[src/rtl/lle_cfg.svh]
// constants for the load-linked execution block
`ifndef LLE_CFG_SVH
`define LLE_CFG_SVH
`define LLE_XLEN          64
`define LLE_IMM_W         16
`define LLE_WORD_W        32
`define LLE_WORD_ALIGN_W  2
`define LLE_DWORD_ALIGN_W 3
`define LLE_LANE_W        3
`define LLE_LINK_RST      1'b0
`define LLE_MEM_TIMEOUT   16
`endif

[src/rtl/lle_pkg.sv]
// types for the load-linked execution block
package lle_pkg;
    typedef enum logic [1:0] {
        LLE_ST_IDLE = 2'b00,
        LLE_ST_WAIT = 2'b01
    } lle_state_t;

    typedef enum logic [2:0] {
        LLE_EXC_NONE      = 3'b000,
        LLE_EXC_TLB_REFIL = 3'b001,
        LLE_EXC_TLB_INVAL = 3'b010,
        LLE_EXC_ADDR_ERR  = 3'b011,
        LLE_EXC_RSVD_INSN = 3'b100,
        LLE_EXC_WATCH     = 3'b101
    } lle_exc_t;
endpackage

[src/rtl/lle_exec.sv]
// load-linked word and doubleword execution unit
`timescale 1ns/100ps
`include "lle_cfg.svh"
module lle_exec
    import lle_pkg::*;
#(
    parameter int XLEN    = `LLE_XLEN,
    parameter int TIMEOUT = `LLE_MEM_TIMEOUT
) (
    // clock and reset
    input  wire logic              i_clk,
    input  wire logic              i_resetn,
    // issue
    input  wire logic              i_issue,
    input  wire logic              i_is_dword,
    input  wire logic              i_opcode_valid,
    input  wire logic [4:0]        i_target_register_field,
    input  wire logic [XLEN-1:0]   i_base_value,
    input  wire logic [15:0]       i_offset,
    input  wire logic              i_big_endian_indicator,
    // translation and watch status for the issued address
    input  wire logic              i_tlb_refill,
    input  wire logic              i_tlb_invalid,
    input  wire logic              i_watch_hit,
    // memory read port
    output logic                   o_mem_req,
    output logic      [XLEN-1:0]   o_mem_addr,
    output logic                   o_mem_dword,
    input  wire logic              i_mem_ack,
    input  wire logic [XLEN-1:0]   i_mem_data,
    // store-conditional closing
    input  wire logic              i_sc_done,
    // writeback and status
    output logic                   o_wb_valid,
    output logic      [4:0]        o_wb_reg,
    output logic      [XLEN-1:0]   o_wb_data,
    output logic                   o_exc_valid,
    output lle_pkg::lle_exc_t      o_exc_code,
    output logic                   o_busy,
    output logic                   o_link_flag
);
    import lle_pkg::*;

    typedef struct packed {
        lle_state_t      state;
        logic            mem_req;
        logic [XLEN-1:0] addr;
        logic            dword;
        logic [4:0]      rt;
        logic            wb_pend;
        logic            wb_valid;
        logic            exc_valid;
        lle_exc_t        exc_code;
        logic            link;
        logic            busy;
        logic [XLEN-1:0] wb_data;
    } lle_st_t;

    lle_st_t          st_r;
    lle_st_t          st_nxt;
    logic [XLEN-1:0]  eff_addr;
    logic             misalign;
    logic             capture;
    logic [XLEN-1:0]  lane_result;

    assign eff_addr = i_base_value + {{(XLEN-16){i_offset[15]}}, i_offset};
    assign misalign = i_is_dword ? (eff_addr[`LLE_DWORD_ALIGN_W-1:0] != 3'h0)
                                 : (eff_addr[`LLE_WORD_ALIGN_W-1:0] != 2'h0);
    assign capture  = (st_r.state == LLE_ST_WAIT) && i_mem_ack;

    always_comb begin
        st_nxt           = st_r;
        st_nxt.wb_valid  = 1'b0;
        st_nxt.exc_valid = 1'b0;
        st_nxt.exc_code  = LLE_EXC_NONE;
        // closing a sequence first; a load in the same cycle opens a new one
        if (i_sc_done) begin
            st_nxt.link = 1'b0;
        end
        unique case (st_r.state)
            LLE_ST_IDLE: begin
                if (i_issue) begin
                    st_nxt.exc_valid = 1'b1;
                    // priority: reserved, tlb refill, tlb invalid, address, watch
                    if (!i_opcode_valid) begin
                        st_nxt.exc_code = LLE_EXC_RSVD_INSN;
                    end else if (i_tlb_refill) begin
                        st_nxt.exc_code = LLE_EXC_TLB_REFIL;
                    end else if (i_tlb_invalid) begin
                        st_nxt.exc_code = LLE_EXC_TLB_INVAL;
                    end else if (misalign) begin
                        st_nxt.exc_code = LLE_EXC_ADDR_ERR;
                    end else if (i_watch_hit) begin
                        st_nxt.exc_code = LLE_EXC_WATCH;
                    end else begin
                        st_nxt.exc_valid = 1'b0;
                        st_nxt.state     = LLE_ST_WAIT;
                        st_nxt.mem_req   = 1'b1;
                        st_nxt.addr      = eff_addr;
                        st_nxt.dword     = i_is_dword;
                        st_nxt.rt        = i_target_register_field;
                        st_nxt.busy      = 1'b1;
                    end
                end
            end
            LLE_ST_WAIT: begin
                if (i_mem_ack) begin
                    st_nxt.mem_req = 1'b0;
                    st_nxt.wb_pend = 1'b1;
                    st_nxt.busy    = 1'b0;
                    st_nxt.state   = LLE_ST_IDLE;
                    // plain local flag: no bus action reaches other processors
                    st_nxt.link    = 1'b1;
                end
            end
            default: begin
                st_nxt.state   = LLE_ST_IDLE;
                st_nxt.mem_req = 1'b0;
                st_nxt.busy    = 1'b0;
            end
        endcase
        if (st_r.wb_pend) begin
            st_nxt.wb_pend  = 1'b0;
            st_nxt.wb_valid = 1'b1;
            st_nxt.wb_data  = lane_result;
        end
    end

    always_ff @(posedge i_clk or negedge i_resetn) begin
        if (!i_resetn) begin
            st_r          <= '0;
            st_r.state    <= LLE_ST_IDLE;
            st_r.exc_code <= LLE_EXC_NONE;
            st_r.link     <= `LLE_LINK_RST;
        end else begin
            st_r <= st_nxt;
        end
    end

    lle_lane_sel #(
        .XLEN                   (XLEN)
    ) u_lane (
        .i_clk                  (i_clk),
        .i_resetn               (i_resetn),
        .i_load                 (capture),
        .i_is_dword             (st_r.dword),
        .i_vaddr_lo             (st_r.addr[2:0]),
        .i_big_endian_indicator (i_big_endian_indicator),
        .i_mem_data             (i_mem_data),
        .o_result               (lane_result)
    );

    // abandoned sequences just leave the flag set; nothing to clean up
    assign o_wb_data   = st_r.wb_data;
    assign o_mem_req   = st_r.mem_req;
    assign o_mem_addr  = st_r.addr;
    assign o_mem_dword = st_r.dword;
    assign o_wb_valid  = st_r.wb_valid;
    assign o_wb_reg    = st_r.rt;
    assign o_exc_valid = st_r.exc_valid;
    assign o_exc_code  = st_r.exc_code;
    // own flop so the busy output carries no compare logic
    assign o_busy      = st_r.busy;
    assign o_link_flag = st_r.link;
endmodule

[src/rtl/lle_lane_sel.sv]
// byte-lane selection and extension of loaded data
`timescale 1ns/100ps
`include "lle_cfg.svh"
module lle_lane_sel #(
    parameter int XLEN = `LLE_XLEN
) (
    // clock and reset
    input  wire logic              i_clk,
    input  wire logic              i_resetn,
    // capture request
    input  wire logic              i_load,
    input  wire logic              i_is_dword,
    input  wire logic [2:0]        i_vaddr_lo,
    input  wire logic              i_big_endian_indicator,
    input  wire logic [XLEN-1:0]   i_mem_data,
    // result
    output logic      [XLEN-1:0]   o_result
);
    typedef struct packed {
        logic [XLEN-1:0] result;
    } lle_lane_st_t;

    lle_lane_st_t st_r;
    lle_lane_st_t st_nxt;
    logic [2:0]   lane;
    logic [31:0]  word;

    always_comb begin
        st_nxt = st_r;
        // big-endian flips only bit 2 of the lane index
        lane = i_vaddr_lo ^ {i_big_endian_indicator, 2'b00};
        word = i_mem_data[{lane[2], 5'b00000} +: 32];
        if (i_load) begin
            if (i_is_dword) begin
                st_nxt.result = i_mem_data;
            end else begin
                // sign extension only; no unsigned variant exists
                st_nxt.result = {{(XLEN-32){word[31]}}, word};
            end
        end
    end

    always_ff @(posedge i_clk or negedge i_resetn) begin
        if (!i_resetn) begin
            st_r <= '0;
        end else begin
            st_r <= st_nxt;
        end
    end

    assign o_result = st_r.result;
endmodule

[config.mk]
export PLATFORM = sky130hd
export DESIGN_NAME = lle_exec
export DESIGN_NICKNAME = d
export VERILOG_FILES = /design/src/rtl/lle_pkg.sv /design/src/rtl/lle_exec.sv /design/src/rtl/lle_lane_sel.sv
export VERILOG_INCLUDE_DIRS = /design/src /design/src/rtl
export SDC_FILE = /design/constraint.sdc
export NUM_CORES = 1
export LEC_CHECK = 0
export BUFFER_PORTS_ARGS = -buffer_cell sky130_fd_sc_hd__buf_2
export CAP_MARGIN = 40
export CORE_ASPECT_RATIO = 2
export CORE_MARGIN = 2
export CORE_UTILIZATION = 50
export DETAILED_ROUTE_END_ITERATION = 12
export PLACE_DENSITY = 0.74
export SLEW_MARGIN = 10
export SYNTH_ARGS = -nofsm -noshare
export SYNTH_HDL_FRONTEND = slang
export SYNTH_SLANG_ARGS = --single-unit
[constraint.sdc]
create_clock -name i_clk -period 2.45 [get_ports i_clk]
set_input_delay 0 -clock i_clk [delete_from_list [all_inputs] [get_ports i_clk]]
set_output_delay 0 -clock i_clk [all_outputs]
set_load 0.01 [all_outputs]
==> impl_metrics.yaml, run 1 <==
status:
  outcome: "finished clean"
finish:
  nets: 2067
  multiInputGateArea_um2: 6390
  n_fill_cell: 1662
  area_growth_pct: 46.8
  seqCellArea_um2: 5180
  fin_area_um2: 17100
  drive_above_1_share: 0.386
worst_setup_path:
  cp-end-kind: "flip-flop"
  critical_path_class: "in -> reg"
  startpoint: "i_base_value[0]"
  cp.arrival_ns: 2.78
  worstPathRequired_ns: 2.82
  timing.rr.start: "st_r[143]"
  cp_common_cell: "o21ai_0"
  path_max_fanout: 3
  start_kind: "primary input"
  max_stage_delay_ns: 0.39
  slowest_stage: "a221o_1"
  path_cells: "buf_2 -> ha_4 -> fa_2 -> a21o_1 -> a221o_1 -> and3_1 -> a21oi_2 -> buf_4 -> o31a_1 -> nor2b_2 -> o21ai_0 -> xnor2_1 -> o21ai_0"
cts:
  cts_tree: "yes"
  root_buffer: "clkbuf_16"
  clock_latency_ns: 0.51
  cts_sinks: 207
  h-tree-depth: 1
  clkTransAtPathRegs_ns: 0.06
  cts-buffers-inserted: 20
  clock_path_buffers: 3
hold_path:
  hp-class: "in -> reg"
  hold_path_startpoint: "i_base_value[21]"
floorplan:
  die_y_um: 220
  dieWidth_um: 112
  ios: 302
  rows: 79
  die_area_um2: 24600
  initial_core_util: 0.504
  core-area_um2: 23100
grt:
  grt_pass1_vias: 12800
  antenna_found_initial: 2
  overflow: 0
  grt_use_total: 0.345
  grt_max_degree: 80
  grt_pass1_wl_mm: 66.0
timing:
  post-route-min-period_ns: 2.41
  max_freq_mhz: 414
  skew_ns: 0.0103
  fin_ws_ns: 0.0364
  max_slew_margin: 0.607
  worst_slew_pin_slew_ns: 0.584
  hold_viol: 0
  drv_slew: 0
  tns_ns: 0
  setup_viol: 0
  final.period_utilization: 0.985
  rsz0062_at_grt: "true"
power:
  power_density_nw_per_um2: 694
  power_mw: 11.9
  leakagePower_nw: 8.84
  ir_worst_vdd_mv: 0.688
yosys:
  synth_edf_count: 0
  synthTopCellsByArea: "dfrtp_1, ha_1, nand2_1"
  syn_area_per_cell_um2: 9.39
  ys_seq_elements: 207
  synth_top_area_frac: 0.444
  async_flop_share: 1.00
  yosys_most_used_dff: "dfrtp_1"
  synthesis.nets: 1466
  ys_types: 61
  syn-cell-area_um2: 11700
  postSynthCellCount: 1242
  synth_top_cell_by_area: "dfrtp_1"
  ys_warn_count: 0
  seq_area_frac_synth: 0.444
drt:
  antenna_left: 0
  drc_errors: 0
  drt_wl_total_mm: 43.7
  wire_per_inst_um: 20.4
  vias: 12100
  firstDrtPassIters: 7
  drt-initial-drc-count: 722
  viasPerCell: 5.64
place:
  placed_cell_area_um2: 15300
  gp_congestion: 0.991
  dp_slack_ns: -0.659
  portBuffers: 301
  dpl.hpwl_mm: 32.5
flow_run:
  cap_violations: 0
-- final cells by class --
type	count	area share
well taps	283	0.0207
flip-flops and latches	207	0.303
multi-input cells	950	0.373
clock inverters	8	0.00607
repair buffers	650	0.259
inverters	14	0.00307
diodes	1	0.000146
clock buffers	27	0.0343
-- cells in the mapped netlist (all sizes together) (5+ instances only) --
library cell  instances
dfrtp               207
nand2               206
o21ai               134
a21oi               105
nor2                 70
clkbuf               66
mux2                 65
ha                   63
a21o                 44
xnor2                35
mux2i                34
xor2                 24
nand4                20
nand3                16
inv                  14
nor3                 13
o21bai               12
a211oi               10
a31oi                10
and3                  7
or3                   7
and2                  6
and4                  6
o211ai                6
buf                   5
-- per-layer routing --
layer  track usage  share of wire  vias to the layer above
met4         0.246          0.083                        2
met3        0.0481          0.048                      191
met5             0        0.00030                        -
met2         0.678           0.55                      483
met1         0.317           0.32                     5782
li1              -              -                     5609
-- power by group --
group	internal (mW)	switching [mW]	leakage [nW]	total, mW
clock network	1.89	1.33	0.342	3.23
registers	4.20	0.467	2.71	4.66
logic	1.89	2.09	5.79	3.98
total	7.98	3.89	8.84	11.9
-- worst paths after layout --
| path | endpoint | slack (ns) | cells past startpoint |
|---|---|---|---|
| max | o_mem_addr[48] | 0.04 | 13 |
| min | o_mem_addr[21] | 0.02 | 4 |
| max reg2reg | o_exc_code[0] | 0.20 | 5 |
| min reg2reg | o_mem_addr[56] | 0.47 | 2 |
| max in group asynchronous | u_lane.o_result[25] | 1.97 | 3 |
| min in group asynchronous | o_wb_data[45] | 0.07 | 3 |
-- stage by stage --
step                cells   util  hold slack, ns
finish               2140  0.740          0.0208
floorplan            1242      -          -0.296
CTS                  2138  0.731          0.0210
detailed placement   2017  0.663         -0.0672
global placement     2017  0.663         -0.0651
global route         2139  0.740          0.0428
-- timing repair --
| action | CTS | global route |
|---|---|---|
| hold endpoints to repair | 285 | 0 |
| gates cloned | 0 | 0 |
| gates resized for setup | 3 | 43 |
| hold buffers | 86 | 0 |
| setup endpoints to repair | 9 | 17 |
| buffers inserted | 0 | 1 |
| pin swaps | 0 | 8 |
-- cells by family (layout without fill, tap and decap cells) --
group           after synthesis  after routing  share of synthesized area
compound gates              357            357                      0.183
xor+xnor                     59             59                     0.0443
fa+ha+maj                    64             64                     0.0693
mux                          99             99                     0.0920
simple gates                371            371                      0.139
flops                       207            207                      0.444
buf+inv                      85            699                     0.0278
other cells                   0              1                          0
-- cells in the final DEF (no fill, tap or decap), types with 7 or more instances in the layout --
cell             n
a21o_1          44
xor2_1          24
o21bai_1        12
ha_1            49
nand2_1        203
nor3_1          10
a21oi_1        102
o21ai_0        120
mux2_2          65
xnor2_1         35
inv_1           14
mux2i_1         34
and3_1           7
buf_2          299
nand4_1         20
dfrtp_1        206
nor2_1          67
dlygate4sd3_1   85
nand3_1         15
or3_1            7
clkbuf_16       20
buf_4          255
a211oi_1         8
a31oi_1          7
ha_4             9
o21ai_1         11
clkbuf_8         7
-- critical path, delay by kind of cell --
kind,cells,cell delay [ns]
xor gates and xnor gates,1,0.34
AOI/OAI and AO/OA,6,1.20
adders and majority gates,2,0.54
buffers and inverters,2,0.28
and+or+nand+nor,2,0.42
Note: power is estimated with default switching activity, not from simulation.
==> run 2: changes to the inputs <==
Settings changed: ABC_AREA set to 1, PLACE_DENSITY 0.74 to 0.72.
==> run 2 against run 1 <==
Sequential share of layout area is 1.2 points lower; via count increased by 24%; register-to-register slack worse by 0.07 ns; die area grew 18%; highest routed layer is now met4; critical path depth down 5; critical path type is now reg -> reg; critical endpoint is now u_lane.o_result[26]; design area up 4.3%.
==> impl_metrics.yaml, run 2 <==
timing:
  rsz0062_at_grt: "false"
  drv_slew: 0
  post-route-min-period_ns: 2.32
  worst_slew_pin_slew_ns: 0.885
  max_freq_mhz: 431
  setup_viol: 0
  final.period_utilization: 0.947
  hold_viol: 0
  skew_ns: 0.0317
  max_slew_margin: 0.410
drt:
  vias: 15000
  drc_errors: 0
  firstDrtPassIters: 5
  drt_wl_total_mm: 53.9
  wire_per_inst_um: 18.9
  viasPerCell: 5.24
  antenna_left: 0
  drt-initial-drc-count: 940
cts:
  h-tree-depth: 1
  clkTransAtPathRegs_ns: 0.07
  cts_sinks: 207
  clock_path_buffers: 3
  cts_tree: "yes"
  root_buffer: "clkbuf_16"
  clock_latency_ns: 0.53
  cts-buffers-inserted: 20
hold_path:
  hp-class: "in -> reg"
  hold_end: "o_mem_addr[57]"
  min_delay_path_depth: 5
  hold_path_startpoint: "i_base_value[57]"
grt:
  antenna_found_initial: 0
  grt_max_degree: 92
  grt_use_total: 0.363
  grt_pass1_vias: 14800
  grt_pass1_wl_mm: 79.9
  overflow: 0
yosys:
  synthesis.nets: 2277
  ys_warn_count: 0
  synth_edf_count: 0
  syn-cell-area_um2: 13900
  ys_types: 40
  synth_common_cells: "nand2_1, inv_1, dfrtp_1"
  yosys_most_used_dff: "dfrtp_1"
  yosysMostFrequentCell: "nand2_1"
  postSynthCellCount: 2053
  syn_area_per_cell_um2: 6.76
  ys_seq_elements: 207
  synth_top_cell_by_area: "dfrtp_1"
  async_flop_share: 1.00
  seq_area_frac_synth: 0.374
  synth_top_area_frac: 0.374
  synthTopCellsByArea: "dfrtp_1, nand2_1, inv_1"
worst_setup_path:
  path_cells: "or2_2 -> nand2_1 -> clkinv_1 -> nand2_1 -> buf_8 -> a21oi_1 -> a22oi_1 -> dlygate4sd3_1"
  path_max_fanout: 31
  timing.rr.start: "o_mem_addr[2]"
  worstPathRequired_ns: 2.89
  cp_common_cell: "nand2_1"
  reg2reg_depth: 8
  start_kind: "flip-flop"
  cp-end-kind: "flip-flop"
  slowest_stage: "dlygate4sd3_1"
  max_stage_delay_ns: 0.58
  critical_path_class: "reg -> reg"
  r2r_slack_ns: 0.13
  cp.arrival_ns: 2.76
  r2r_end: "u_lane.o_result[26]"
flow_run:
  cap_violations: 0
power:
  switching_share: 0.362
  power_density_nw_per_um2: 677
  p_int_mw: 7.71
  ir_worst_vdd_mv: 0.455
  p_switching_mw: 4.38
  power_mw: 12.1
  leakagePower_nw: 10.4
  p_clk_frac: 0.263
  combPwrFrac: 0.346
  seqPwrFrac: 0.390
floorplan:
  die_y_um: 240
  core-area_um2: 27400
  ios: 302
  initial_core_util: 0.505
  dieWidth_um: 122
  rows: 86
  die_area_um2: 29200
finish:
  diodes: 0
  nets: 2720
  layout_common_cells: "nand2_1, inv_1, buf_2"
  finalNonFillerCells: 2860
  mostFrequentLayoutCell: "nand2_1"
  fin_area_um2: 17800
  area_growth_pct: 28.7
  drive_above_1_share: 0.193
place:
  placed_cell_area_um2: 16200
  portBuffers: 301
  dpl.hpwl_mm: 42.1
  gp_congestion: 1.10
  dp_cells: 2733
status:
  outcome: "finished clean"
==> run 2: cell types whose count changed in the layout (fill, tap and decap cells not counted), sizes merged, moves of 31 or more <==
cell   delta
mux2     -32
a21o     -44
mux2i    -34
inv     +339
a22oi    +31
nand2   +522
buf     -185
nor2    +115
o21ai   -102
a21oi    +71
nand3   +107
==> run 2: repair_timing <==
action,4_1_cts,5_1_grt
hold buffers,93,0
endpoints found under the hold margin,171,0
buffers inserted,0,0
gates resized for setup,0,2
setup endpoints to repair,0,11
==> run 2: worst max-delay path by stage <==
| stage | to | start | depth (start not counted) | slack [ns] |
|---|---|---|---|---|
| after CTS | u_lane.o_result[23] | o_mem_addr[2] | 8 | 0.12 |
| after detailed placement | o_mem_addr[48] | i_base_value[0] | 11 | -0.03 |
| after global routing | u_lane.o_result[26] | o_mem_addr[2] | 8 | 0.04 |
| after floorplan | o_mem_addr[48] | i_base_value[0] | 11 | 0.75 |
| final | u_lane.o_result[26] | o_mem_addr[2] | 8 | 0.13 |
| after global placement | o_mem_addr[48] | i_base_value[0] | 11 | 0.03 |
==> run 2: logic make-up after synthesis <==
kind of cell	synth area share
DFF	0.374
xor gates and xnor gates	0.0126
AOI/OAI and AO/OA	0.0950
muxes	0.0268
adders and majority gates	0.0583
and+or+nand+nor	0.319
buffers and inverters	0.114
==> run 2: area by class of cell <==
cell class / count / area (um2)
Fill cell: 2531 / 9600
Multi-Input combinational cell: 1441 / 7110
Sequential cell: 207 / 5180
Timing Repair Buffer: 473 / 3120
Inverter: 353 / 1330
Clock buffer: 26 / 563
Tap cell: 352 / 440
Clock inverter: 8 / 93.8
==> run 2: worst max-delay path: cells and delay by family, from the launching register on <==
family | cells | cell delay, ns
compound gates | 2 | 0.34
buf+inv | 3 | 0.93
flops | 1 | 0.41
simple gates | 3 | 0.53
==> run 2: through the flow <==
step	hold slack [ns]	worst slack, ns	utilization	setup TNS (ns)
finish	0.00465	0.130	0.650	0
global route	0.0261	0.0428	0.650	0
CTS	0.0000301	0.122	0.650	0
detailed placement	0.122	-0.0294	0.592	-0.0295
global placement	0.125	0.0313	0.592	0
floorplan	-0.296	0.748	-	0
==> run 2: power groups by stage <==
| stage | clock network (mW) | logic (mW) | registers [mW] |
|---|---|---|---|
| 2_1_floorplan | 0 | 1.93 | 4.90 |
| 3_3_place_gp | 0 | 3.75 | 4.73 |
| 3_5_place_dp | 0 | 3.83 | 4.76 |
| 4_1_cts | 3.21 | 4.11 | 4.70 |
| 5_1_grt | 3.35 | 4.58 | 4.79 |
| 6_report | 3.18 | 4.18 | 4.72 |
==> run 2: per-layer routing <==
layer | up-vias | part of all wire | global-route usage
met5 | - | 0 | 0
met4 | 0 | 0.11 | 0.320
met3 | 217 | 0.052 | 0.0536
met2 | 590 | 0.52 | 0.671
met1 | 6919 | 0.32 | 0.334
li1 | 7259 | - | -
